## src/logic/mic_defines.vh

```
// Constants for the microcontroller interrupt controller
`ifndef MIC_DEFINES_VH
`define MIC_DEFINES_VH

// Register byte addresses on the Avalon-MM slave
`define MIC_ADDR_EDGE      4'h0
`define MIC_ADDR_CTRL0     4'h4
`define MIC_ADDR_CTRL1     4'h8
`define MIC_ADDR_STATUS    4'hC
`define MIC_ADDR_CLEAR     4'h1
`define MIC_ADDR_IRQ_EN    4'h5
`define MIC_ADDR_STACK     4'h9
`define MIC_ADDR_PCTRL     4'hC
`define MIC_PAGE_BIT       4

// Primary control register fields
`define MIC_C0_GIE         0
`define MIC_C0_EXT_EN      1
`define MIC_C0_CONV_EN     2
`define MIC_C0_CMPP_EN     3
`define MIC_C0_EXT_F       4
`define MIC_C0_CONV_F      5
`define MIC_C0_CMPP_F      6

// Secondary control register fields
`define MIC_C1_CMPA_EN     0
`define MIC_C1_SER_EN      1
`define MIC_C1_TICK0_EN    2
`define MIC_C1_TICK1_EN    3
`define MIC_C1_CMPA_F      4
`define MIC_C1_SER_F       5
`define MIC_C1_TICK0_F     6
`define MIC_C1_TICK1_F     7

// Edge select encodings
`define MIC_EDGE_OFF       2'h0
`define MIC_EDGE_RISE      2'h1
`define MIC_EDGE_FALL      2'h2
`define MIC_EDGE_BOTH      2'h3

// Source indices in priority order, index 0 wins
`define MIC_NSRC           7
`define MIC_SRC_EXT        0
`define MIC_SRC_CMPP       1
`define MIC_SRC_CONV       2
`define MIC_SRC_CMPA       3
`define MIC_SRC_SER        4
`define MIC_SRC_TICK0      5
`define MIC_SRC_TICK1      6

// Vector addresses, one per source
`define MIC_VEC_EXT        12'h004
`define MIC_VEC_CMPP       12'h008
`define MIC_VEC_CONV       12'h00C
`define MIC_VEC_CMPA       12'h010
`define MIC_VEC_SER        12'h014
`define MIC_VEC_TICK0      12'h018
`define MIC_VEC_TICK1      12'h01C

// Program counter and stack geometry
`define MIC_PC_W           12
`define MIC_STK_DEPTH      8
`define MIC_SP_W           4
`define MIC_SP_FULL        4'h8
`define MIC_SP_ZERO        4'h0
`define MIC_SP_ONE         4'h1

// Controller states
`define MIC_ST_RUN         1'b0
`define MIC_ST_VEC         1'b1

`endif

```

## src/logic/mic_irq_ctrl.v

```verilog
// Interrupt controller: flags, enables, priority, vectoring and stack
//
// The address map and register access over Avalon-MM were decided locally.
`timescale 1ns/1ps
`include "mic_defines.vh"

// Functional notes
// - Edge field: off, rising, falling, both
// - Flags set even when source disabled
// - Global enable clear blocks every vector
// - Take: push next PC, load vector
// - Return pops saved PC back
// - Each source has distinct vector
// - Taking interrupt clears global enable
// - Flags keep latching while blocked
// - No acknowledge while stack full
// - Any set flag wakes from sleep
// - Primary register bit layout
// - Secondary register bit layout
// - Edge register upper bits read zero
// - Servicing clears that source flag
// - Serial service clears only its flag
module mic_irq_ctrl (
    input  wire        clock,
    input  wire        nrst,
    input  wire [3:0]  avs_address,
    input  wire        avs_read,
    input  wire        avs_write,
    input  wire [31:0] avs_writedata,
    input  wire [3:0]  avs_byteenable,
    output reg  [31:0] avs_readdata,
    output wire        avs_waitrequest,
    input  wire        ext_pin,
    input  wire        conv_event,
    input  wire        cmp_p_event,
    input  wire        cmp_a_event,
    input  wire        serial_event,
    input  wire        tick0_event,
    input  wire        tick1_event,
    input  wire        instr_boundary,
    input  wire [11:0] next_pc,
    input  wire        return_from_irq,
    input  wire        push_call,
    output reg         pc_load,
    output reg  [11:0] pc_value,
    output wire        wake,
    output wire        stack_full,
    output wire        irq
);

    // Reset synchroniser
    reg        rst_meta;
    reg        rst_n;
    // External pin synchroniser and edge history
    reg        pin_meta;
    reg        pin_sync;
    reg        pin_last;
    // Software registers
    reg [1:0]  ext_edge_select_field;
    reg        global_irq_enable;
    reg [6:0]  irq_enable;
    reg [6:0]  irq_flag;
    reg [6:0]  next_irq_flag;  // Flags after write, service and events
    reg [6:0]  evt_status;
    reg [6:0]  evt_enable;
    // Stack pointer and controller state
    reg [3:0]  sp;
    reg        state;
    reg [2:0]  taken_src;
    reg        ack;
    reg        rd_pend;

    // Source grouping in priority order
    wire [6:0] src_event;
    wire [6:0] pending;
    wire       rise;
    wire       fall;
    reg        ext_event;
    wire       take;
    wire [11:0] stk_rd;
    wire       push;
    wire       pop;
    wire       wr;

    // Register write decode
    assign wr   = avs_write & avs_byteenable[0];

    // One-cycle read latency, writes complete at once
    assign avs_waitrequest = avs_read & ~rd_pend;

    // Lowest set index, priority encoder
    function [2:0] mic_first;
        input [6:0] v;
        integer i;
        begin
            mic_first = 3'h0;
            for (i = 6; i >= 0; i = i - 1) begin
                if (v[i]) begin
                    mic_first = i[2:0];
                end
            end
        end
    endfunction

    // Vector lookup per source
    function [11:0] mic_vector;
        input [2:0] s;
        begin
            case (s)
                3'h0: mic_vector = `MIC_VEC_EXT;
                3'h1: mic_vector = `MIC_VEC_CMPP;
                3'h2: mic_vector = `MIC_VEC_CONV;
                3'h3: mic_vector = `MIC_VEC_CMPA;
                3'h4: mic_vector = `MIC_VEC_SER;
                3'h5: mic_vector = `MIC_VEC_TICK0;
                default: mic_vector = `MIC_VEC_TICK1;
            endcase
        end
    endfunction

    // Reset release through two flops
    always @(posedge clock or negedge nrst) begin
        if (!nrst) begin
            rst_meta <= 1'b0;
            rst_n    <= 1'b0;
        end else begin
            rst_meta <= 1'b1;
            rst_n    <= rst_meta;
        end
    end

    // Pin passes two flops before the edge detector
    always @(posedge clock or negedge rst_n) begin
        if (!rst_n) begin
            pin_meta <= 1'b0;
            pin_sync <= 1'b0;
            pin_last <= 1'b0;
        end else begin
            pin_meta <= ext_pin;
            pin_sync <= pin_meta;
            pin_last <= pin_sync;
        end
    end

    assign rise = pin_sync & ~pin_last;
    assign fall = ~pin_sync & pin_last;

    // Edge selection
    always @* begin
        case (ext_edge_select_field)
            `MIC_EDGE_OFF:  ext_event = 1'b0;
            `MIC_EDGE_RISE: ext_event = rise;
            `MIC_EDGE_FALL: ext_event = fall;
            default:        ext_event = rise | fall;
        endcase
    end

    assign src_event = {tick1_event, tick0_event, serial_event,
                        cmp_a_event, conv_event, cmp_p_event, ext_event};

    // Flags and enables must all agree
    assign pending = irq_flag & irq_enable;
    assign stack_full = (sp == `MIC_SP_FULL);
    assign take = instr_boundary & global_irq_enable & (|pending)
                & ~stack_full & (state == `MIC_ST_RUN);
    assign push = take | (push_call & ~stack_full);
    assign pop  = return_from_irq & (sp != `MIC_SP_ZERO);

    // Wake regardless of any enable
    assign wake = |irq_flag;

    // Controller interrupt line from status and its enables
    assign irq = |(evt_status & evt_enable);

    // Next flag value: one place, so a hardware event always wins
    always @* begin
        next_irq_flag = irq_flag;
        if (wr && avs_address == `MIC_ADDR_CTRL0) begin
            next_irq_flag[`MIC_SRC_EXT]  = avs_writedata[`MIC_C0_EXT_F];
            next_irq_flag[`MIC_SRC_CONV] = avs_writedata[`MIC_C0_CONV_F];
            next_irq_flag[`MIC_SRC_CMPP] = avs_writedata[`MIC_C0_CMPP_F];
        end
        if (wr && avs_address == `MIC_ADDR_CTRL1) begin
            next_irq_flag[`MIC_SRC_CMPA]  = avs_writedata[`MIC_C1_CMPA_F];
            next_irq_flag[`MIC_SRC_SER]   = avs_writedata[`MIC_C1_SER_F];
            next_irq_flag[`MIC_SRC_TICK0] = avs_writedata[`MIC_C1_TICK0_F];
            next_irq_flag[`MIC_SRC_TICK1] = avs_writedata[`MIC_C1_TICK1_F];
        end
        if (take) begin
            next_irq_flag[mic_first(pending)] = 1'b0;
        end
        next_irq_flag = next_irq_flag | src_event;
    end

    // Return stack storage
    mic_stack_mem u_stack (
        .clock   (clock),
        .wr_en   (push),
        .wr_addr (sp[2:0]),
        .wr_data (next_pc),
        .rd_addr (sp[2:0] - 3'h1),
        .rd_data (stk_rd)
    );

    // Registers, flags, stack pointer and vector sequence
    always @(posedge clock or negedge rst_n) begin
        if (!rst_n) begin
            ext_edge_select_field <= 2'h0;
            global_irq_enable     <= 1'b0;
            irq_enable            <= 7'h00;
            irq_flag              <= 7'h00;
            evt_status            <= 7'h00;
            evt_enable            <= 7'h00;
            sp                    <= `MIC_SP_ZERO;
            state                 <= `MIC_ST_RUN;
            taken_src             <= 3'h0;
            ack                   <= 1'b0;
            pc_load               <= 1'b0;
            pc_value              <= 12'h000;
        end else begin
            pc_load <= 1'b0;
            ack     <= 1'b0;
            // Software writes; hardware events applied after, so set wins
            if (wr) begin
                case (avs_address)
                    `MIC_ADDR_EDGE: begin
                        ext_edge_select_field <= avs_writedata[1:0];
                    end
                    `MIC_ADDR_CTRL0: begin
                        global_irq_enable <= avs_writedata[`MIC_C0_GIE];
                        irq_enable[`MIC_SRC_EXT]  <= avs_writedata[`MIC_C0_EXT_EN];
                        irq_enable[`MIC_SRC_CONV] <= avs_writedata[`MIC_C0_CONV_EN];
                        irq_enable[`MIC_SRC_CMPP] <= avs_writedata[`MIC_C0_CMPP_EN];
                    end
                    `MIC_ADDR_CTRL1: begin
                        irq_enable[`MIC_SRC_CMPA]  <= avs_writedata[`MIC_C1_CMPA_EN];
                        irq_enable[`MIC_SRC_SER]   <= avs_writedata[`MIC_C1_SER_EN];
                        irq_enable[`MIC_SRC_TICK0] <= avs_writedata[`MIC_C1_TICK0_EN];
                        irq_enable[`MIC_SRC_TICK1] <= avs_writedata[`MIC_C1_TICK1_EN];
                    end
                    // Enable mask of the level interrupt line
                    `MIC_ADDR_IRQ_EN: begin
                        evt_enable <= avs_writedata[6:0];
                    end
                    default: begin
                    end
                endcase
            end
            // Taking an interrupt: push, vector, clear flag and global
            if (take) begin
                taken_src <= mic_first(pending);
                global_irq_enable <= 1'b0;
                pc_value <= mic_vector(mic_first(pending));
                pc_load  <= 1'b1;
                ack      <= 1'b1;
            end
            // Pop: the read port shows the top entry one cycle on
            if (pop) begin
                state <= `MIC_ST_VEC;
            end else if (state == `MIC_ST_VEC) begin
                state    <= `MIC_ST_RUN;
                pc_value <= stk_rd;
                pc_load  <= 1'b1;
            end
            // Stack pointer bookkeeping
            if (push && !pop) begin
                sp <= sp + `MIC_SP_ONE;
            end else if (pop && !push) begin
                sp <= sp - `MIC_SP_ONE;
            end
            // Events set flags regardless of enables, set wins
            irq_flag   <= next_irq_flag;
            evt_status <= evt_status | src_event;
            // Write one to clear; an event in the same cycle wins
            if (wr && avs_address == `MIC_ADDR_CLEAR) begin
                evt_status <= (evt_status & ~avs_writedata[6:0]) | src_event;
            end
        end
    end

    // Read data path, one cycle after request
    always @(posedge clock or negedge rst_n) begin
        if (!rst_n) begin
            rd_pend      <= 1'b0;
            avs_readdata <= 32'h00000000;
        end else begin
            rd_pend <= avs_read & ~rd_pend;
            if (avs_read && !rd_pend) begin
                case (avs_address)
                    `MIC_ADDR_EDGE:
                        avs_readdata <= {30'h0, ext_edge_select_field};
                    `MIC_ADDR_CTRL0:
                        avs_readdata <= {25'h0, irq_flag[`MIC_SRC_CMPP],
                            irq_flag[`MIC_SRC_CONV], irq_flag[`MIC_SRC_EXT],
                            irq_enable[`MIC_SRC_CMPP],
                            irq_enable[`MIC_SRC_CONV],
                            irq_enable[`MIC_SRC_EXT],
                            global_irq_enable};
                    `MIC_ADDR_CTRL1:
                        avs_readdata <= {24'h0, irq_flag[6:3],
                            irq_enable[6:3]};
                    `MIC_ADDR_STATUS:
                        avs_readdata <= {25'h0, evt_status};
                    `MIC_ADDR_IRQ_EN:
                        avs_readdata <= {25'h0, evt_enable};
                    default:
                        avs_readdata <= {28'h0, sp};
                endcase
            end
        end
    end

endmodule

```

## src/logic/mic_stack_mem.v

```verilog
// Return-address stack memory with registered read data
`timescale 1ns/1ps

module mic_stack_mem (
    input  wire        clock,
    input  wire        wr_en,
    input  wire [2:0]  wr_addr,
    input  wire [11:0] wr_data,
    input  wire [2:0]  rd_addr,
    output reg  [11:0] rd_data
);

    // Storage, no reset: contents are undefined until pushed
    reg [11:0] mem [0:7];

    // Write port and registered read port
    always @(posedge clock) begin
        if (wr_en) begin
            mem[wr_addr] <= wr_data;
        end
        rd_data <= mem[rd_addr];
    end

endmodule

```

## config.mk

```make
export PLATFORM = sky130hd
export DESIGN_NAME = mic_irq_ctrl
export DESIGN_NICKNAME = d
export VERILOG_FILES = /design/src/logic/mic_irq_ctrl.v /design/src/logic/mic_stack_mem.v
export VERILOG_INCLUDE_DIRS = /design/src /design/src/logic
export SDC_FILE = /design/constraint.sdc
export NUM_CORES = 1
export LEC_CHECK = 0
export BUFFER_PORTS_ARGS = -buffer_cell sky130_fd_sc_hd__buf_2
export CAP_MARGIN = 20
export CORE_ASPECT_RATIO = 0.7
export CORE_UTILIZATION = 59
export CTS_BUF_LIST = sky130_fd_sc_hd__clkbuf_2
export DETAILED_ROUTE_END_ITERATION = 7
export PLACE_DENSITY = 0.89
export RECOVER_POWER = 100
export SYNTH_ARGS = -nofsm -noshare
export SYNTH_HDL_FRONTEND = slang
export SYNTH_HIERARCHICAL = 1
export SYNTH_SLANG_ARGS = --single-unit
```

## constraint.sdc

```tcl
create_clock -name clock -period 2.2 [get_ports clock]
set_input_delay 0.11 -clock clock [delete_from_list [all_inputs] [get_ports clock]]
set_output_delay 0.11 -clock clock [all_outputs]
set_load 0.02 [all_outputs]
```

==> results of run 1 <==
## metrics by stage
stage	hold slack [ns]	total power, mW	instances	instance area, um2
after floorplan	-0.186	6.80	508	7520
after CTS	0.0748	9.89	825	9100
after global placement	-0.105	7.77	727	8100
final	0.135	10.6	834	9270
after global routing	0.0772	10.9	833	9270
after detailed placement	-0.103	7.93	727	8100
## power by group
| part | total [mW] | leakage (nW) | switching, mW | internal (mW) |
|---|---|---|---|---|
| Clock | 1.82 | 0.154 | 1.25 | 0.569 |
| Sequential | 4.42 | 1.71 | 0.353 | 4.07 |
| Combinational | 4.38 | 1.85 | 2.35 | 2.03 |
## worst max-delay path, delay by kind of cell, from the launching register on
family	cells	cell delay (ns)
buffers and inverters	2	0.28
xor gates and xnor gates	2	0.30
adders and majority gates	2	0.38
AOI/OAI and AO/OA	5	1.08
DFF	1	0.48
and+or+nand+nor	1	0.16
## what timing repair did
action | in CTS | in global routing
endpoints found under the hold margin | 144 | 0
setup buffers | 12 | 7
endpoints found under the setup margin | 99 | 86
hold buffers | 54 | 0
resized for setup | 6 | 20
gates cloned | 0 | 1
pin swaps | 13 | 8
## layer usage
layer	up-vias	track usage, %	part of all wire, %
li1	2141	-	-
met1	2563	42.4	35
met2	576	50.0	44
met3	157	11.0	15
met4	4	15.6	5.5
met5	-	0	0.15
## registers in the layout (all words and copies together), names as in the netlist, 2 cells and up
register               count
avs_readdata               8
sp                         4
irq_enable                 7
irq_flag                   7
evt_status                 7
ext_edge_select_field      2
u_stack/mem               96
evt_enable                 7
u_stack/rd_data           12
pc_value                  12
## cell type report
cell class | instances | area [um2] | area share [%]
diodes | 2 | 5.00 | 0.0540
clock buffers | 17 | 85.1 | 0.918
clock inverters | 15 | 178 | 1.92
inverters | 12 | 50.0 | 0.540
multi-input cells | 285 | 2620 | 28.3
flip-flops and latches | 171 | 4700 | 50.7
well taps | 157 | 196 | 2.12
repair buffers | 175 | 1430 | 15.4
## kinds of logic (layout without fill, tap and decap cells)
kind of cell	count (synthesis)	in the layout	synth area share (%)
muxes	69	69	15.5
and+or+nand+nor	107	107	7.31
buffers and inverters	52	219	4.33
DFF	171	171	64.0
other	2	27	0.102
AOI/OAI and AO/OA	71	71	6.78
xor gates and xnor gates	6	6	0.716
adders and majority gates	7	7	1.30
## path summary, 6_finish.rpt
kind	endpoint	slack [ns]	depth (start not counted)
worst max-delay path	sp[3]	-0.57	12
worst min-delay path	irq_flag[3]	0.13	3
worst max register to register	sp[3]	-0.57	12
worst min register to register	evt_status[2]	0.30	0
max in group asynchronous	avs_readdata[2]	1.14	1
min in group asynchronous	rst_n	0.26	3
## cells in the mapped netlist, types with 10 or more instances
cell	n
a21o_1	12
a21oi_1	12
buf_4	25
dfrtp_1	63
dfxtp_1	12
edfxtp_1	96
inv_1	12
mux2_2	32
mux2i_1	11
mux4_1	21
nand2_1	48
nand2b_1	10
nor2_1	19
o21ai_0	18
==> results_dict.tcl, run 1 <==
set metrics [dict create \
    io_pins 115 \
    worstSetupEndpointType "register" \
    rsz0062_at_grt "yes" \
    drt_iter0_markers 932 \
    setup_viol 76 \
    worst_ep_arrival_time_ns 3.43 \
    synth_edf_count 96 \
    grt_usage_pct 32.6 \
    violations "negative setup slack" \
    htree_levels 4 \
    synth.distinct_cells 56 \
    cellPowerDensity_nw_per_um2 1150 \
    crit_start "irq_enable[4]" \
    ant_nets 0 \
    overflow 0 \
    hpwl_um 11100 \
    synth.largest_area_cell "edfxtp_1" \
    die_h_um 95.3 \
    cts_tree "yes" \
    drt_pass1_iterations 8 \
    vias_per_cell 6.52 \
    crit_type "register to register" \
    die-area_um2 12900 \
    ir_worst_vdd_mv 0.734 \
    min-delay-start "cmp_a_event" \
    ys_ff_latch 171 \
    path_clk_slew_ns 0.31 \
    wl_per_cell_um 26.3 \
    critPathMaxStageDelay_ns 0.48 \
    final_common_cell "edfxtp_1" \
    r2r-start "irq_enable[4]" \
    grt_pass1_wl_um 29800 \
    syn_area_um2 7340 \
    cap_viol_max_count 0 \
    synth-seq-area-share_pct 64.0 \
    cts_buffers 17 \
    tns_ns -5.87 \
    cts.sinks 171 \
    hold_violations 0 \
    via_count 5441 \
    postSynthCellCount 485 \
    num_rows 33 \
    drt-total-wl_um 21900 \
    fmax_mhz 362 \
    grt_pass1_vias 5249 \
    cp_slowest_cell "dfrtp_1" \
    yosys-top-cells-area "edfxtp_1 39%, dfrtp_1 21%, mux4_1 7.5%" \
    core_area_um2 11900 \
    synth_top_area_share_pct 39.3 \
    synth_warnings 6 \
    period_needed_ns 2.77 \
    clock_latency_ns 0.75 \
    min_period_over_period_pct 126 \
    grt_max_degree 26 \
    initial_core_util_pct 61.5 \
    ctsLongestPathBuffers 2 \
    dpl_worst_slack_ns -0.174 \
    synth_ff_type "edfxtp_1" \
    avgSynthCellArea_um2 15.1 \
    maxSlewViolCount 0 \
    clock_skew_ns 0.0656 \
    port_buffers 63 \
    worst_pin_slew_ns 0.651 \
    cp_cell_sequence "a222oi_1 -> buf_4 -> a21oi_2 -> a21o_1 -> ha_4 -> clkinv_4 -> ha_4 -> a21o_1 -> a21oi_2 -> xnor2_1 -> nor2_1 -> xor2_1" \
    final_nets 735 \
    area_delta_synth_final_pct 26.2 \
    layout_common_cells "96 x edfxtp_1, 60 x dfrtp_1, 54 x dlygate4sd3_1, 51 x buf_2, 47 x nand2_1" \
    p_leak_nw 3.71 \
    cp.required_ns 2.86 \
    drive_above_1_share_pct 32.1 \
    outcome "finished, violations left" \
    synth-async-reset-ratio_pct 36.8 \
    cts_root_buffer "clkbuf_2" \
    worstSetupStartpointType "register" \
    setup_ws_ns -0.566 \
    antenna_found_initial 4 \
    drc 0 \
    cp_max_fo 3 \
    hold_class "primary input to register" \
    place_congestion 1.00 \
    fin_util_pct 77.7 \
    die_w_um 135 \
    max_slew_margin_pct 56.2 \
    fill_cells 603 \
]
(Power assumes the default switching activity.)
==> run 2, diff against run 1 <==
--- a/config.mk
+++ b/config.mk
@@ -9,10 +9,10 @@
 export BUFFER_PORTS_ARGS = -buffer_cell sky130_fd_sc_hd__buf_2
 export CAP_MARGIN = 20
 export CORE_ASPECT_RATIO = 0.7
-export CORE_UTILIZATION = 59
+export CORE_UTILIZATION = 37
 export CTS_BUF_LIST = sky130_fd_sc_hd__clkbuf_2
 export DETAILED_ROUTE_END_ITERATION = 7
-export PLACE_DENSITY = 0.89
+export PLACE_DENSITY = 0.62
 export RECOVER_POWER = 100
 export SYNTH_ARGS = -nofsm -noshare
 export SYNTH_HDL_FRONTEND = slang
==> results_dict.tcl, run 2 (synthesized netlist as in run 1, its figures left out) <==
set metrics [dict create \
    met1_usage_pct 26.6 \
    rsz0062_at_grt "yes" \
    ant_nets 0 \
    dp_cells 837 \
    outcome "finished, violations left" \
    place_area_um2 8260 \
    critPathMaxStageDelay_ns 0.47 \
    period_needed_ns 2.43 \
    power_frac_clock_pct 16.6 \
    cp_max_fo 3 \
    cp.required_ns 2.86 \
    finalPower_mw 9.98 \
    sw_frac_of_total_pct 35.2 \
    ir_worst_vdd_mv 0.614 \
    sequentialPowerShare_pct 43.7 \
    ctsLongestPathBuffers 2 \
    fmax_mhz 412 \
    grtUsageMet2_pct 26.6 \
    place_congestion 0.862 \
    max_slew_margin_pct 31.7 \
    die-area_um2 20400 \
    worst_ep_arrival_time_ns 3.09 \
    die_h_um 120 \
    wl_per_cell_um 18.5 \
    crit_type "register to register" \
    drc 0 \
    min_period_over_period_pct 110 \
    grt_usage_pct 18.0 \
    hold_violations 0 \
    final_nets 737 \
    grt_pass1_vias 4625 \
    worstSetupStartpointType "register" \
    regMostFlops "u_stack/mem" \
    hold_class "primary input to register" \
    worstSetupEndpointType "register" \
    via_count 4607 \
    grt_max_degree 25 \
    initial_core_util_pct 38.3 \
    cp_slowest_cell "dfrtp_1" \
    p_sw_mw 3.51 \
    cts.sinks 171 \
    grt_pass1_wl_um 26600 \
    maxSlewViolCount 0 \
    num_rows 42 \
    fill_cells 1685 \
    htree_levels 4 \
    violations "negative setup slack" \
    cts_tree "yes" \
    hpwl_um 11700 \
    die_w_um 170 \
    overflow 0 \
    io_pins 115 \
    largest_reg_flops 96 \
    layout_common_cells "96 x edfxtp_1, 61 x dfrtp_1, 52 x dlygate4sd3_1, 49 x buf_2, 47 x nand2_1" \
    cts_buffers 17 \
    worst_pin_slew_ns 1.02 \
    stdcell_count 942 \
    cp_cell_sequence "a22o_4 -> a221oi_4 -> a21oi_2 -> a21o_1 -> ha_2 -> inv_4 -> ha_4 -> a21o_1 -> a21oi_2 -> xnor2_1 -> nor2_1 -> xor2_1" \
    antenna_found_initial 1 \
    core_area_um2 19200 \
    drt_pass1_iterations 5 \
    drt_iter0_markers 270 \
    setup_ws_ns -0.230 \
    grt_use_met3_pct 4.29 \
    path_clk_slew_ns 0.28 \
    clock_skew_ns 0.0434 \
    cts_root_buffer "clkbuf_2" \
    vias_per_cell 4.89 \
    reg_top3 "u_stack/mem (96), pc_value (12), u_stack/rd_data (12)" \
    area_delta_synth_final_pct 26.7 \
    port_buffers 63 \
    drt-total-wl_um 17400 \
    p_leak_nw 3.69 \
    drive_above_1_share_pct 31.0 \
    final_common_cell "edfxtp_1" \
    clock_latency_ns 0.74 \
    internal-power_mw 6.47 \
    grt_busiest_layer "met1" \
    cap_viol_max_count 0 \
    finalInstanceArea_um2 9300 \
    setup_viol 5 \
    cellPowerDensity_nw_per_um2 1070 \
    combPwrFrac_pct 39.7 \
]
[run 2: critical path, delay by kind of cell (launching register included)]
kind,cells,cell delay (ns)
AOI/OAI and AO/OA,6,1.09
xor gates and xnor gates,2,0.27
adders and majority gates,2,0.39
buffers and inverters,1,0.07
DFF,1,0.47
and+or+nand+nor,1,0.07
[run 2: worst paths after layout]
check / startpoint / to / slack [ns] / cells past startpoint
setup / recovery: irq_flag[2] / sp[3] / -0.23 / 12
hold / removal: conv_event / evt_status[2] / 0.14 / 3
setup reg to reg: irq_flag[2] / sp[3] / -0.23 / 12
hold reg to reg: rst_meta / rst_n / 0.38 / 0
max in group asynchronous: rst_n / irq_flag[6] / 0.65 / 1
min in group asynchronous: nrst / rst_n / 0.22 / 3
[run 2: area by class of cell]
type | instances | area (um2) | area share, %
clock inverter | 15 | 155 | 1.67
inverter | 12 | 47.5 | 0.511
antenna | 1 | 2.50 | 0.0269
multi-input combinational | 285 | 2560 | 27.5
timing repair buffer | 177 | 1420 | 15.3
tap | 264 | 330 | 3.55
sequential | 171 | 4700 | 50.5
clock buffer | 17 | 85.1 | 0.914
[run 2: power groups by stage]
stage / sequential, mW / combinational [mW] / clock [mW]
CTS: 4.36 / 3.89 / 1.71
floorplan: 4.58 / 2.22 / 0
global route: 4.43 / 4.29 / 1.85
detailed placement: 4.44 / 3.60 / 0
global placement: 4.41 / 3.51 / 0
finish: 4.36 / 3.96 / 1.66
[run 2: what timing repair did]
action | CTS | global route
gates cloned | 1 | 1
endpoints found under the hold margin | 155 | 0
gates resized for setup | 6 | 13
setup buffers | 16 | 4
hold buffers | 52 | 0
pin swaps | 13 | 10
endpoints found under the setup margin | 95 | 59
[run 2: layer usage]
metal | part of all wire (%) | up-vias | wire (um)
met2 | 44 | 132 | 7700
met4 | 0.99 | 0 | 173
met1 | 50 | 2319 | 8770
met5 | 0 | - | 0
li1 | - | 2145 | -
met3 | 4.4 | 11 | 757
[run 2: through the flow]
stage	utilization [%]	hold WS [ns]	setup slack [ns]	TNS [ns]
3_3_place_gp	43.0	-0.0922	-0.103	-0.188
4_1_cts	48.2	0.0699	-0.239	-0.937
5_1_grt	48.5	0.0479	-0.304	-1.81
3_5_place_dp	43.0	-0.0881	-0.214	-8.19
2_1_floorplan	-	-0.186	-0.517	-25.89
6_report	48.5	0.145	-0.230	-0.676
